[src/verilog/flame_sup_pkg.sv]
// package for the flame supervision logic: settings, phase ranges, test timing
// assumes a 125 MHz system clock and digitised flame indications from outside
//
// Behaviour
// - two flame channels, A optical, B ionisation
// - six selections: pilot/operating/stray, gas and oil
// - phases 40..50 use pilot selection of fuel
// - phases 52..62 use operating selection of fuel
// - all other phases use stray-light selection
// - single-detector: error if both channels connected
// - either-channel: flame if A or B
// - A-exclusive: flame if A and not B
// - A-only: flame follows A, B ignored
// - B-exclusive: flame if B and not A
// - B-only: flame follows B, A ignored
// - both: A and B; not for stray light
// - forbidden channel flame in operation: shutdown
// - self-test raises optical detector supply
// - self-test expects channel A flame-off
// - after good test resume until next period

package flame_sup_pkg;

  // ==========================================================
  // combination settings
  localparam logic [2:0] SEL_SINGLE  = 3'h0;
  localparam logic [2:0] SEL_EITHER  = 3'h1;
  localparam logic [2:0] SEL_A_NOT_B = 3'h2;
  localparam logic [2:0] SEL_A_ONLY  = 3'h3;
  localparam logic [2:0] SEL_B_NOT_A = 3'h4;
  localparam logic [2:0] SEL_B_ONLY  = 3'h5;
  localparam logic [2:0] SEL_BOTH    = 3'h6;

  // ==========================================================
  // sequencer phase ranges
  localparam logic [7:0] PILOT_FIRST = 8'h28;
  localparam logic [7:0] PILOT_LAST  = 8'h32;
  localparam logic [7:0] OPER_FIRST  = 8'h34;
  localparam logic [7:0] OPER_LAST   = 8'h3E;

  // ==========================================================
  // self-test timing
  localparam int unsigned CLK_HZ        = 125_000_000;
  localparam int unsigned TEST_PERIOD_MS = 3600000;
  localparam int unsigned TEST_TIME_MS   = 500;
  localparam longint unsigned TEST_PERIOD_CYC =
    longint'(TEST_PERIOD_MS) * longint'(CLK_HZ / 1000);
  localparam longint unsigned TEST_TIME_CYC =
    longint'(TEST_TIME_MS) * longint'(CLK_HZ / 1000);
  // supply edge plus two sync stages before channel A shows flame again
  localparam logic [1:0] RECOVER_CYC = 2'h3;

  typedef enum logic [1:0]
  {
    ST_RUN  = 2'b01,
    ST_TEST = 2'b10
  } test_state_t;

endpackage : flame_sup_pkg

[src/verilog/flame_supervision_logic.sv]
// flame supervision: channel combination per phase/fuel and optical self-test
// assumes flame inputs are asynchronous pins; phase/fuel/settings on clk_i
`timescale 1ns/100ps
`default_nettype none

module flame_supervision_logic #(
  parameter int unsigned PHASE_W     = 8,
  parameter longint unsigned TEST_PERIOD = flame_sup_pkg::TEST_PERIOD_CYC,
  parameter longint unsigned TEST_TIME   = flame_sup_pkg::TEST_TIME_CYC
) (
  // clock and reset
  input  wire logic               clk_i,
  input  wire logic               rst_i,
  // detector pins
  input  wire logic               flame_channel_a_i,
  input  wire logic               flame_channel_b_i,
  input  wire logic               a_connected_i,
  input  wire logic               b_connected_i,
  // sequencer
  input  wire logic [PHASE_W-1:0] phase_i,
  input  wire logic               fuel_oil_i,
  input  wire logic               self_test_enable_i,
  // six selections
  input  wire logic [2:0]         gas_pilot_select_i,
  input  wire logic [2:0]         oil_pilot_select_i,
  input  wire logic [2:0]         gas_operating_select_i,
  input  wire logic [2:0]         oil_operating_select_i,
  input  wire logic [2:0]         gas_stray_light_select_i,
  input  wire logic [2:0]         oil_stray_light_select_i,
  // results
  output logic                    flame_o,
  output logic                    config_error_o,
  output logic                    test_supply_raise_o,
  output logic                    self_test_active_o,
  output logic                    detector_fault_o,
  output logic                    shutdown_o
);

  // ==========================================================
  // input synchronisers
  // asynchronous pins pass two flops before any logic reads them
  localparam int unsigned PIN_N = 4;

  logic [PIN_N-1:0] pin_raw;
  logic [PIN_N-1:0] pin_meta;
  logic [PIN_N-1:0] pin_sync;

  assign pin_raw[0] = flame_channel_a_i;
  assign pin_raw[1] = flame_channel_b_i;
  assign pin_raw[2] = a_connected_i;
  assign pin_raw[3] = b_connected_i;

  for (genvar gi = 0; gi < PIN_N; gi++)
  begin : g_sync
    always_ff @(posedge clk_i)
    begin
      if (rst_i)
      begin
        pin_meta[gi] <= 1'b0;
        pin_sync[gi] <= 1'b0;
      end
      else
      begin
        pin_meta[gi] <= pin_raw[gi];
        pin_sync[gi] <= pin_meta[gi];
      end
    end
  end

  logic fa;
  logic fb;
  logic a_present;
  logic b_present;

  assign fa        = pin_sync[0];
  assign fb        = pin_sync[1];
  assign a_present = pin_sync[2];
  assign b_present = pin_sync[3];

  // ==========================================================
  // selection by phase and fuel
  logic       in_pilot;
  logic       in_oper;
  logic [2:0] pilot_sel;
  logic [2:0] oper_sel;
  logic [2:0] stray_sel;
  logic [2:0] sel;

  assign in_pilot = (phase_i >= PHASE_W'(flame_sup_pkg::PILOT_FIRST))
                 && (phase_i <= PHASE_W'(flame_sup_pkg::PILOT_LAST));
  assign in_oper  = (phase_i >= PHASE_W'(flame_sup_pkg::OPER_FIRST))
                 && (phase_i <= PHASE_W'(flame_sup_pkg::OPER_LAST));

  // fuel first, so each phase range sees one three-bit code
  always_comb
  begin
    if (fuel_oil_i)
    begin
      pilot_sel = oil_pilot_select_i;
      oper_sel  = oil_operating_select_i;
      stray_sel = oil_stray_light_select_i;
    end
    else
    begin
      pilot_sel = gas_pilot_select_i;
      oper_sel  = gas_operating_select_i;
      stray_sel = gas_stray_light_select_i;
    end
  end

  always_comb
  begin
    if (in_pilot)
    begin
      sel = pilot_sel;
    end
    else if (in_oper)
    begin
      sel = oper_sel;
    end
    else
    begin
      sel = stray_sel;
    end
  end

  // ==========================================================
  // combination
  logic next_flame;
  logic forbidden;
  logic single_err;

  always_comb
  begin
    next_flame = 1'b0;
    case (sel)
      flame_sup_pkg::SEL_SINGLE:
      begin
        next_flame = fa | fb;
      end
      flame_sup_pkg::SEL_EITHER:
      begin
        next_flame = fa | fb;
      end
      flame_sup_pkg::SEL_A_NOT_B:
      begin
        next_flame = fa & ~fb;
      end
      flame_sup_pkg::SEL_A_ONLY:
      begin
        next_flame = fa;
      end
      flame_sup_pkg::SEL_B_NOT_A:
      begin
        next_flame = fb & ~fa;
      end
      flame_sup_pkg::SEL_B_ONLY:
      begin
        next_flame = fb;
      end
      flame_sup_pkg::SEL_BOTH:
      begin
        // not valid for stray light: no flame then, to stay fail-safe
        next_flame = (in_pilot | in_oper) ? (fa & fb) : 1'b0;
      end
      default:
      begin
        next_flame = 1'b0;
      end
    endcase
  end

  // flame on a channel the exclusive operating setting forbids
  always_comb
  begin
    forbidden = 1'b0;
    if (in_oper)
    begin
      case (oper_sel)
        flame_sup_pkg::SEL_A_NOT_B:
        begin
          forbidden = fb;
        end
        flame_sup_pkg::SEL_B_NOT_A:
        begin
          forbidden = fa;
        end
        default:
        begin
          forbidden = 1'b0;
        end
      endcase
    end
  end

  assign single_err = (sel == flame_sup_pkg::SEL_SINGLE) && a_present && b_present;

  // ==========================================================
  // self-test sequencer
  // counters are 64 bits so an hour-long period fits at full clock rate
  flame_sup_pkg::test_state_t state;
  flame_sup_pkg::test_state_t next_state;
  logic                       in_test;
  logic [63:0]                period_cnt;
  logic [63:0]                test_cnt;
  logic                       seen_off;
  logic                       period_done;
  logic                       window_done;
  logic                       test_fail;
  logic [1:0]                 recover_cnt;
  logic                       hold_flame;

  assign in_test     = (state == flame_sup_pkg::ST_TEST);
  assign period_done = self_test_enable_i && (period_cnt >= TEST_PERIOD - 64'h1);
  assign window_done = (test_cnt >= TEST_TIME - 64'h1);
  assign test_fail   = in_test && window_done && !seen_off && fa;

  always_comb
  begin
    next_state = state;
    case (state)
      flame_sup_pkg::ST_RUN:
      begin
        if (period_done)
          next_state = flame_sup_pkg::ST_TEST;
      end
      flame_sup_pkg::ST_TEST:
      begin
        if (window_done)
          next_state = flame_sup_pkg::ST_RUN;
      end
      default:
      begin
        next_state = flame_sup_pkg::ST_RUN;
      end
    endcase
  end

  always_ff @(posedge clk_i)
  begin
    if (rst_i)
      state <= flame_sup_pkg::ST_RUN;
    else
      state <= next_state;
  end

  // period runs only in normal evaluation; disabling restarts it
  always_ff @(posedge clk_i)
  begin
    if (rst_i)
      period_cnt <= 64'h0;
    else if (in_test || !self_test_enable_i || period_done)
      period_cnt <= 64'h0;
    else
      period_cnt <= period_cnt + 64'h1;
  end

  always_ff @(posedge clk_i)
  begin
    if (rst_i)
      test_cnt <= 64'h0;
    else if (!in_test)
      test_cnt <= 64'h0;
    else if (!window_done)
      test_cnt <= test_cnt + 64'h1;
  end

  always_ff @(posedge clk_i)
  begin
    if (rst_i)
      seen_off <= 1'b0;
    else if (!in_test)
      seen_off <= 1'b0;
    else if (!fa)
      seen_off <= 1'b1;
  end

  // channel A stays low a few cycles after the supply drops back
  always_ff @(posedge clk_i)
  begin
    if (rst_i)
      recover_cnt <= 2'h0;
    else if (in_test && window_done)
      recover_cnt <= flame_sup_pkg::RECOVER_CYC;
    else if (recover_cnt != 2'h0)
      recover_cnt <= recover_cnt - 2'h1;
  end

  assign hold_flame = in_test || (recover_cnt != 2'h0);

  // ==========================================================
  // outputs
  // the raised supply forces channel A off, so the verdict is frozen
  // over the window and until the cell has recovered
  always_ff @(posedge clk_i)
  begin
    if (rst_i)
      flame_o <= 1'b0;
    else if (!hold_flame)
      flame_o <= next_flame & ~forbidden;
  end

  always_ff @(posedge clk_i)
  begin
    if (rst_i)
      config_error_o <= 1'b0;
    else
      config_error_o <= single_err;
  end

  always_ff @(posedge clk_i)
  begin
    if (rst_i)
      test_supply_raise_o <= 1'b0;
    else
      test_supply_raise_o <= in_test;
  end

  always_ff @(posedge clk_i)
  begin
    if (rst_i)
      self_test_active_o <= 1'b0;
    else
      self_test_active_o <= in_test;
  end

  // fault and shutdown latch until reset; safety outputs must not self-clear
  always_ff @(posedge clk_i)
  begin
    if (rst_i)
      detector_fault_o <= 1'b0;
    else if (test_fail)
      detector_fault_o <= 1'b1;
  end

  always_ff @(posedge clk_i)
  begin
    if (rst_i)
      shutdown_o <= 1'b0;
    else if (test_fail || (forbidden && !in_test))
      shutdown_o <= 1'b1;
  end

endmodule : flame_supervision_logic

`default_nettype wire

[config.mk]
export PLATFORM = sky130hd
export DESIGN_NAME = flame_supervision_logic
export DESIGN_NICKNAME = d
export VERILOG_FILES = /design/src/verilog/flame_sup_pkg.sv /design/src/verilog/flame_supervision_logic.sv
export SDC_FILE = /design/constraint.sdc
export NUM_CORES = 1
export LEC_CHECK = 0
export CORE_ASPECT_RATIO = 1.4
export CORE_MARGIN = 2
export CORE_UTILIZATION = 30
export DETAILED_ROUTE_END_ITERATION = 7
export DONT_BUFFER_PORTS = 1
export PLACE_DENSITY_LB_ADDON = 0.1
export SETUP_SLACK_MARGIN = 0.05
export SLEW_MARGIN = 10
export SYNTH_ARGS = -nofsm -noshare
export SYNTH_HDL_FRONTEND = slang
export SYNTH_SLANG_ARGS = --single-unit
[constraint.sdc]
create_clock -name clk_i -period 3.11 [get_ports clk_i]
set_input_delay 0.622 -clock clk_i [delete_from_list [all_inputs] [get_ports clk_i]]
set_output_delay 0.622 -clock clk_i [all_outputs]
set_load 0.01 [all_outputs]
==> metrics, run 1 <==
run status complete, no violations; highest achievable clock rate 0.379 GHz; FFs w/ async S/R, synth 0; Placement Rows 59; starting utilization of the core area 0.305; pin count of the biggest net entering global routing 43; residual antenna-violating net count after detailed routing 0; Max-cap violations 0; hold-fix buffers at CTS 0; wire length of the first global-routing pass 18900 microns; post-synthesis cell area 5680 sq um; Fin Clk Skew 0.00771 ns; DRC violations left 0; cells after synthesis 604; slew at the pin with the worst max-slew slack 0.565 ns; proportion of total power due to net switching 0.201; H-tree depth reported by CTS 4; CTS sink cnt 146; average instance area after synthesis 9.40 sq um; crit path max-delay cell type sky130_fd_sc_hd__a2111o_1; cells traversed along the worst timing path ha_1 -> and4_1 -> o21ai_0 -> a2111o_1 -> nand2_1 -> o311ai_0 -> o41ai_1; Area Overhead vs Synth 16.7%; data required time at the worst endpoint 3.40 ns; path type of the worst setup path reg -> reg; static leakage power 2.35 nW; register bit count reported by yosys 146; count of buffers added by post-CTS timing repair for setup 0; flip-flop cell with the highest count after synthesis sky130_fd_sc_hd__dfxtp_1; register area 2920 sq um; routed length per instance 12.4 microns; Die Footprint 20100 sq um; longest individual stage delay on the worst path 0.45 ns; startpoint type of the worst setup path register; number of DRC markers in iteration 0 120; share of synthesized cell area in full adder, half adder and majority cells 0.00661; initial antenna violation count 0; synthesized-area fraction occupied by and/or/nand/nor cells 0.288; clock network fraction of design power 0.503; # IOs 40; number of vias per cell after detailed routing 4.57; unrepaired setup endpoints after global routing false; switching power total 0.000830 W; vias in the first global route 4020; clock edge transition at the registers on the reported setup and hold paths 0.06 ns; Clock Root Buffer sky130_fd_sc_hd__clkbuf_16; Max-slew headroom 0.620; fraction of synthesized cell area in xor and xnor cells 0.0833; largest buffer count on any clock path 2; width of the die 120 microns; total wire length after detailed routing 11100 microns; post-layout total power 0.00413 W; portion of total power attributed to combinational logic 0.031; total global-route track usage 0.117; ratio of cells with drive above 1 in the final layout 0.0681; path category of the worst min-delay check in -> reg; placeable core region 18600 sq um; share of the clock period used by the worst path 0.850; proportion of synthesized chip area in sequential cells 0.515; Core Util, Final 0.356; first-pass detailed-route iteration total 4; distinct cell type count after synthesis 58; leftover overflow at the end of global routing 0; antenna diode count 0; complex-gate fraction of the synthesized area 0.0641; Arr. time, crit path 2.93 ns; final period demand of the worst path 2.64 ns; total clock buffers created by CTS 17; TritonCTS clock tree yes; mux share of post-synthesis cell area 0.0145; post-layout net count 670; number of warnings issued by yosys 0; Worst Path Buf+Inv 0; gpl congestion 0.762; total vias in the final route 4070; Worst Setup End Kind register; die height 167 microns; maximum fanout along the worst path 13; family of cells with the greatest summed delay on the critical path compound AO/OA/AOI/OAI gates; Final setup violation count 0; final hold violations 0; Final Max Slew Viols 0; post-detailed-placement half-perimeter wirelength 7710 microns; count of input and output buffers 0; Filler cells 1888; part of the power in registers 0.467; worst IR drop on VDD 353 uV; area occupied by multi-input gates 2690 sq um; power density over the cells 623 nW/um^2; internal portion of total power 0.00330 W; combinational family with the most area after synthesis simple AND/OR/NAND/NOR gates; EDFF count, synth 0; Skew-Pair Late Insertion Delay 0.41 ns; Resize count post-CTS 0; final total negative setup slack 0 ns
worst register-to-register path: cells and delay by family, from the launching register on:
family / cells / cell delay (ns)
and+or+nand+nor: 2 / 0.69
adders and majority gates: 1 / 0.25
DFF: 1 / 0.33
AOI/OAI and AO/OA: 4 / 1.26
final timing paths:
kind         slack (ns)            end          start  depth (start not counted)
min reg2reg        0.44  period_cnt[0]  period_cnt[0]                          1
min                0.27     shutdown_o          rst_i                          1
max reg2reg        0.47   test_cnt[22]    test_cnt[0]                          7
max                0.47   test_cnt[22]    test_cnt[0]                          7
cells in the mapped netlist, drive strengths merged (2+ instances only):
| cell type | n | area [sq um] |
|---|---|---|
| o31ai | 2 | 20.0 |
| mux2i | 6 | 60.1 |
| and3b | 2 | 17.5 |
| o21ai | 12 | 60.1 |
| xor2 | 31 | 272 |
| nor4 | 23 | 159 |
| nand3 | 28 | 140 |
| nor3 | 12 | 60.1 |
| nand2 | 31 | 116 |
| nor3b | 3 | 22.5 |
| nor2b | 16 | 100 |
| buf | 6 | 45.0 |
| or4 | 2 | 15.0 |
| nand4 | 23 | 144 |
| a21oi | 15 | 75.1 |
| or4b | 2 | 23.8 |
| a221oi | 2 | 17.5 |
| inv | 16 | 60.1 |
| a311oi | 2 | 17.5 |
| or2 | 3 | 18.8 |
| dfxtp | 146 | 2920 |
| or3 | 10 | 62.6 |
| o311a | 2 | 20.0 |
| nand2b | 2 | 12.5 |
| ha | 3 | 37.5 |
| nand4b | 2 | 17.5 |
| a21o | 3 | 22.5 |
| xnor2 | 23 | 201 |
| and3 | 10 | 62.6 |
| and2 | 43 | 269 |
| nand3b | 2 | 15.0 |
| clkbuf | 14 | 52.6 |
| nor2 | 80 | 300 |
| mux2 | 2 | 22.5 |
| and4 | 7 | 61.3 |
power by group through the flow:
stage | Sequential [W] | Clock [W] | Combinational (W)
floorplan | 0.00196 | 0 | 0.000110
CTS | 0.00193 | 0.00215 | 0.000129
global route | 0.00193 | 0.00221 | 0.000144
global placement | 0.00196 | 0 | 0.000122
detailed placement | 0.00197 | 0 | 0.000127
finish | 0.00193 | 0.00207 | 0.000127
sequential cells by signal (all words and copies together) (netlist names), 2 cells and up:
signal / count
test_cnt: 64
pin_meta: 4
recover_cnt: 2
state: 2
period_cnt: 64
kinds of logic (layout without fill, tap and decap cells):
group	count (synthesis)	in the layout
xor gates and xnor gates	54	54
muxes	8	8
AOI/OAI and AO/OA	53	53
adders and majority gates	3	3
buffers and inverters	36	54
DFF	146	146
other	1	25
and+or+nand+nor	303	303
cells in the final DEF, fill, tap and decap left out, drive strengths merged, types with 6 or more instances in the layout:
| cell type | instances |
|---|---|
| nand3 | 28 |
| clkbuf | 23 |
| mux2i | 6 |
| and4 | 7 |
| conb | 25 |
| buf | 6 |
| inv | 16 |
| nor3 | 12 |
| nor2b | 16 |
| and3 | 10 |
| nor4 | 23 |
| o21ai | 12 |
| nor2 | 80 |
| xor2 | 31 |
| a21oi | 15 |
| and2 | 43 |
| or3 | 10 |
| nand4 | 23 |
| nand2 | 31 |
| dfxtp | 146 |
| xnor2 | 23 |
per-layer routing:
layer	global-route usage	routed length (microns)	vias to the layer above
met4	0.0501	203	0
met1	0.135	5060	1865
met2	0.199	5340	69
met3	0.0370	455	14
met5	0	0	-
li1	-	-	2122
through the flow:
stage               worst slack (ns)  instance area [sq um]  instances  hold slack (ns)
floorplan                      0.902                   5770        628            0.401
global placement               0.406                   6020        858            0.425
detailed placement             0.442                   6020        858            0.428
CTS                            0.431                   6630        890            0.240
global route                   0.209                   6630        890            0.243
finish                         0.468                   6630        890            0.273
layout make-up:
cell class	instances	area share
clock buffers	23	0.0721
clock inverters	9	0.0194
inverters	16	0.00906
multi-input cells	446	0.406
flip-flops and latches	146	0.441
well taps	244	0.0461
repair buffers	6	0.00680
(Power assumes the default switching activity.)
==> inputs of run 2 (changes only) <==
Clock period 3.11 ns to 2.6 ns, I/O delays scaled along.
==> run 2 against run 1 <==
  * Setup slack lost 0.30 ns
  * Critical path depth stayed put
  * Total power is 18% higher
  * Clock-buffer cell count is 4 lower
  * Critical path type unchanged
  * Flip-flop and latch count unchanged
  * Sequential share of layout area shrank 0.22 points
  * Global-route usage is 0.087 points higher
  * Largest cell class unchanged
==> metrics, run 2 (synthesis gave the netlist of run 1 again) <==
slew at the pin with the worst max-slew slack 0.631 ns (was 0.565 ns); vias in the first global route 4025 (was 4020); Clock Root Buffer sky130_fd_sc_hd__clkbuf_16 (unchanged); gpl congestion 0.750 (was 0.762); starting utilization of the core area 0.305 (unchanged); pin count of the biggest net entering global routing 40 (was 43); internal portion of total power 0.00376 W (was 0.00330 W); highest achievable clock rate 0.412 GHz (was 0.379 GHz); longest individual stage delay on the worst path 0.71 ns (was 0.45 ns); residual antenna-violating net count after detailed routing 0 (unchanged); path type of the worst setup path reg -> reg (unchanged); crit path max-delay cell type sky130_fd_sc_hd__or4b_4 (was sky130_fd_sc_hd__a2111o_1); post-layout net count 675 (was 670); worst-case hold slack 0.168 ns (was 0.273 ns); switching power total 0.00110 W (was 0.000830 W); final period demand of the worst path 2.43 ns (was 2.64 ns); register area 2920 sq um (unchanged); Max-slew headroom 0.576 (was 0.620); largest registers ranked by flip-flop count period_cnt x64, test_cnt x64, pin_meta x4 (unchanged); highest-utilization routing layer at the global route stage met2 (unchanged); final total negative setup slack 0 ns (unchanged); CTS sink cnt 146 (unchanged); Final setup violation count 0 (unchanged); proportion of total power due to net switching 0.226 (was 0.201); worst IR drop on VDD 417 uV (was 353 uV); leftover overflow at the end of global routing 0 (unchanged); most used cells in the layout excluding fill and tap cells sky130_fd_sc_hd__dfxtp_1, sky130_fd_sc_hd__nor2_1, sky130_fd_sc_hd__and2_1 (unchanged); die height 167 microns (unchanged); share of the clock period used by the worst path 0.934 (was 0.850); routed length per instance 13.0 microns (was 12.4 microns); part of the power in registers 0.473 (was 0.467); Arr. time, crit path 2.77 ns (was 2.93 ns); Max-cap violations 0 (unchanged); clock network fraction of design power 0.496 (was 0.503); TritonCTS clock tree yes (unchanged); total vias in the final route 4228 (was 4070); post-layout total power 0.00486 W (was 0.00413 W); path category of the worst min-delay check in -> reg (unchanged); Worst Setup End Kind register (unchanged); Filler cells 1937 (was 1888); Die Footprint 20100 sq um (unchanged); Worst Path Buf+Inv 0 (unchanged); Area Overhead vs Synth 17.3% (was 16.7%); # IOs 40 (unchanged); static leakage power 2.37 nW (was 2.35 nW); total global-route track usage 0.118 (was 0.117); wire length of the first global-routing pass 19000 microns (was 18900 microns); post-detailed-placement half-perimeter wirelength 7890 microns (was 7710 microns); Skew-Pair Late Insertion Delay 0.42 ns (was 0.41 ns); family of cells with the greatest summed delay on the critical path simple AND/OR/NAND/NOR gates (was compound AO/OA/AOI/OAI gates); initial antenna violation count 0 (unchanged); count of input and output buffers 0 (unchanged); largest buffer count on any clock path 2 (unchanged); maximum fanout along the worst path 19 (was 13); number of DRC markers in iteration 0 112 (was 120); DRC violations left 0 (unchanged); count of buffers added by post-CTS timing repair for setup 0 (unchanged); most common cell after layout, fill and taps aside sky130_fd_sc_hd__dfxtp_1 (unchanged); power density over the cells 730 nW/um^2 (was 623 nW/um^2); met3 track demand over resource 0.0353 (was 0.0370); clock edge transition at the registers on the reported setup and hold paths 0.07 ns (was 0.06 ns); Placement Setup Slack 0.117 ns (was 0.442 ns); run status complete, no violations (unchanged); Core Util, Final 0.358 (was 0.356); Global Route met1 Usage 0.134 (was 0.135); width of the die 120 microns (unchanged); total clock buffers created by CTS 17 (unchanged); H-tree depth reported by CTS 4 (unchanged); Final Max Slew Viols 0 (unchanged); first-pass detailed-route iteration total 4 (unchanged); total wire length after detailed routing 11600 microns (was 11100 microns); Placement Rows 59 (unchanged); placeable core region 18600 sq um (unchanged); antenna diode count 0 (unchanged); portion of total power attributed to combinational logic 0.031 (about the same); final hold violations 0 (unchanged); unrepaired setup endpoints after global routing true (was false); cells traversed along the worst timing path ha_1 -> and4_1 -> a311oi_1 -> o311a_1 -> o31ai_2 -> or4b_4 -> nor2b_1 (was ha_1 -> and4_1 -> o21ai_0 -> a2111o_1 -> nand2_1 -> o311ai_0 -> o41ai_1); Setup WS post-layout 0.172 ns (was 0.468 ns); Fin Clk Skew 0.0117 ns (was 0.00771 ns); met2 GRT Util 0.201 (was 0.199); startpoint type of the worst setup path register (unchanged); number of vias per cell after detailed routing 4.72 (was 4.57); data required time at the worst endpoint 2.95 ns (was 3.40 ns); area occupied by multi-input gates 2720 sq um (was 2690 sq um); ratio of cells with drive above 1 in the final layout 0.0814 (was 0.0681)
## run 2: changes by cell type in the layout (fill, tap and decap cells not counted), sizes merged
cell,before,now
buf,6,9
or4b,2,4
clkinvlp,2,0
inv,16,25
clkbuf,23,19
bufinv,3,1
clkinv,4,3
## run 2: what timing repair did
action	CTS	global route
endpoints found under the hold margin	0	0
endpoints found under the setup margin	0	45
hold buffers	0	0
resized for setup	0	3
## run 2: power by group through the flow
| stage | Sequential, W | Combinational (W) | Clock, W |
|---|---|---|---|
| after floorplan | 0.00235 | 0.000131 | 0 |
| after global placement | 0.00235 | 0.000143 | 0 |
| after detailed placement | 0.00235 | 0.000150 | 0 |
| after CTS | 0.00230 | 0.000150 | 0.00249 |
| after global routing | 0.00230 | 0.000170 | 0.00258 |
| final | 0.00230 | 0.000150 | 0.00241 |
## run 2: final timing paths
kind	startpoint	end	slack (ns)	depth (start not counted)
worst max-delay path	period_cnt[0]	period_cnt[29]	0.17	7
worst max register to register	period_cnt[0]	period_cnt[29]	0.17	7
worst min register to register	period_cnt[0]	period_cnt[0]	0.44	1
worst min-delay path	rst_i	a_present	0.17	1
## run 2: metrics by stage
stage | instance area [sq um] | std cells
2_1_floorplan | 5770 | 628
3_3_place_gp | 6040 | 861
3_5_place_dp | 6040 | 861
4_1_cts | 6630 | 893
5_1_grt | 6660 | 895
6_report | 6660 | 895
## run 2: worst register-to-register path: cells and delay by family, from the launching register on
family,cells,cell delay [ns]
AOI/OAI and AO/OA,3,0.67
adders and majority gates,1,0.23
DFF,1,0.32
and+or+nand+nor,3,1.13
## run 2: final cells by class
class | instances | share of cell area
Multi-Input combinational cell | 448 | 0.408
Tap cell | 244 | 0.0458
Clock buffer | 19 | 0.0680
Inverter | 16 | 0.00902
Timing Repair Buffer | 9 | 0.0101
Clock inverter | 13 | 0.0205
Sequential cell | 146 | 0.439
## run 2: metal layers
layer / share of wire / vias up
met1: 0.44 / 1992
met3: 0.048 / 14
met5: 0 / -
met4: 0.016 / 0
met2: 0.50 / 77
li1: - / 2145
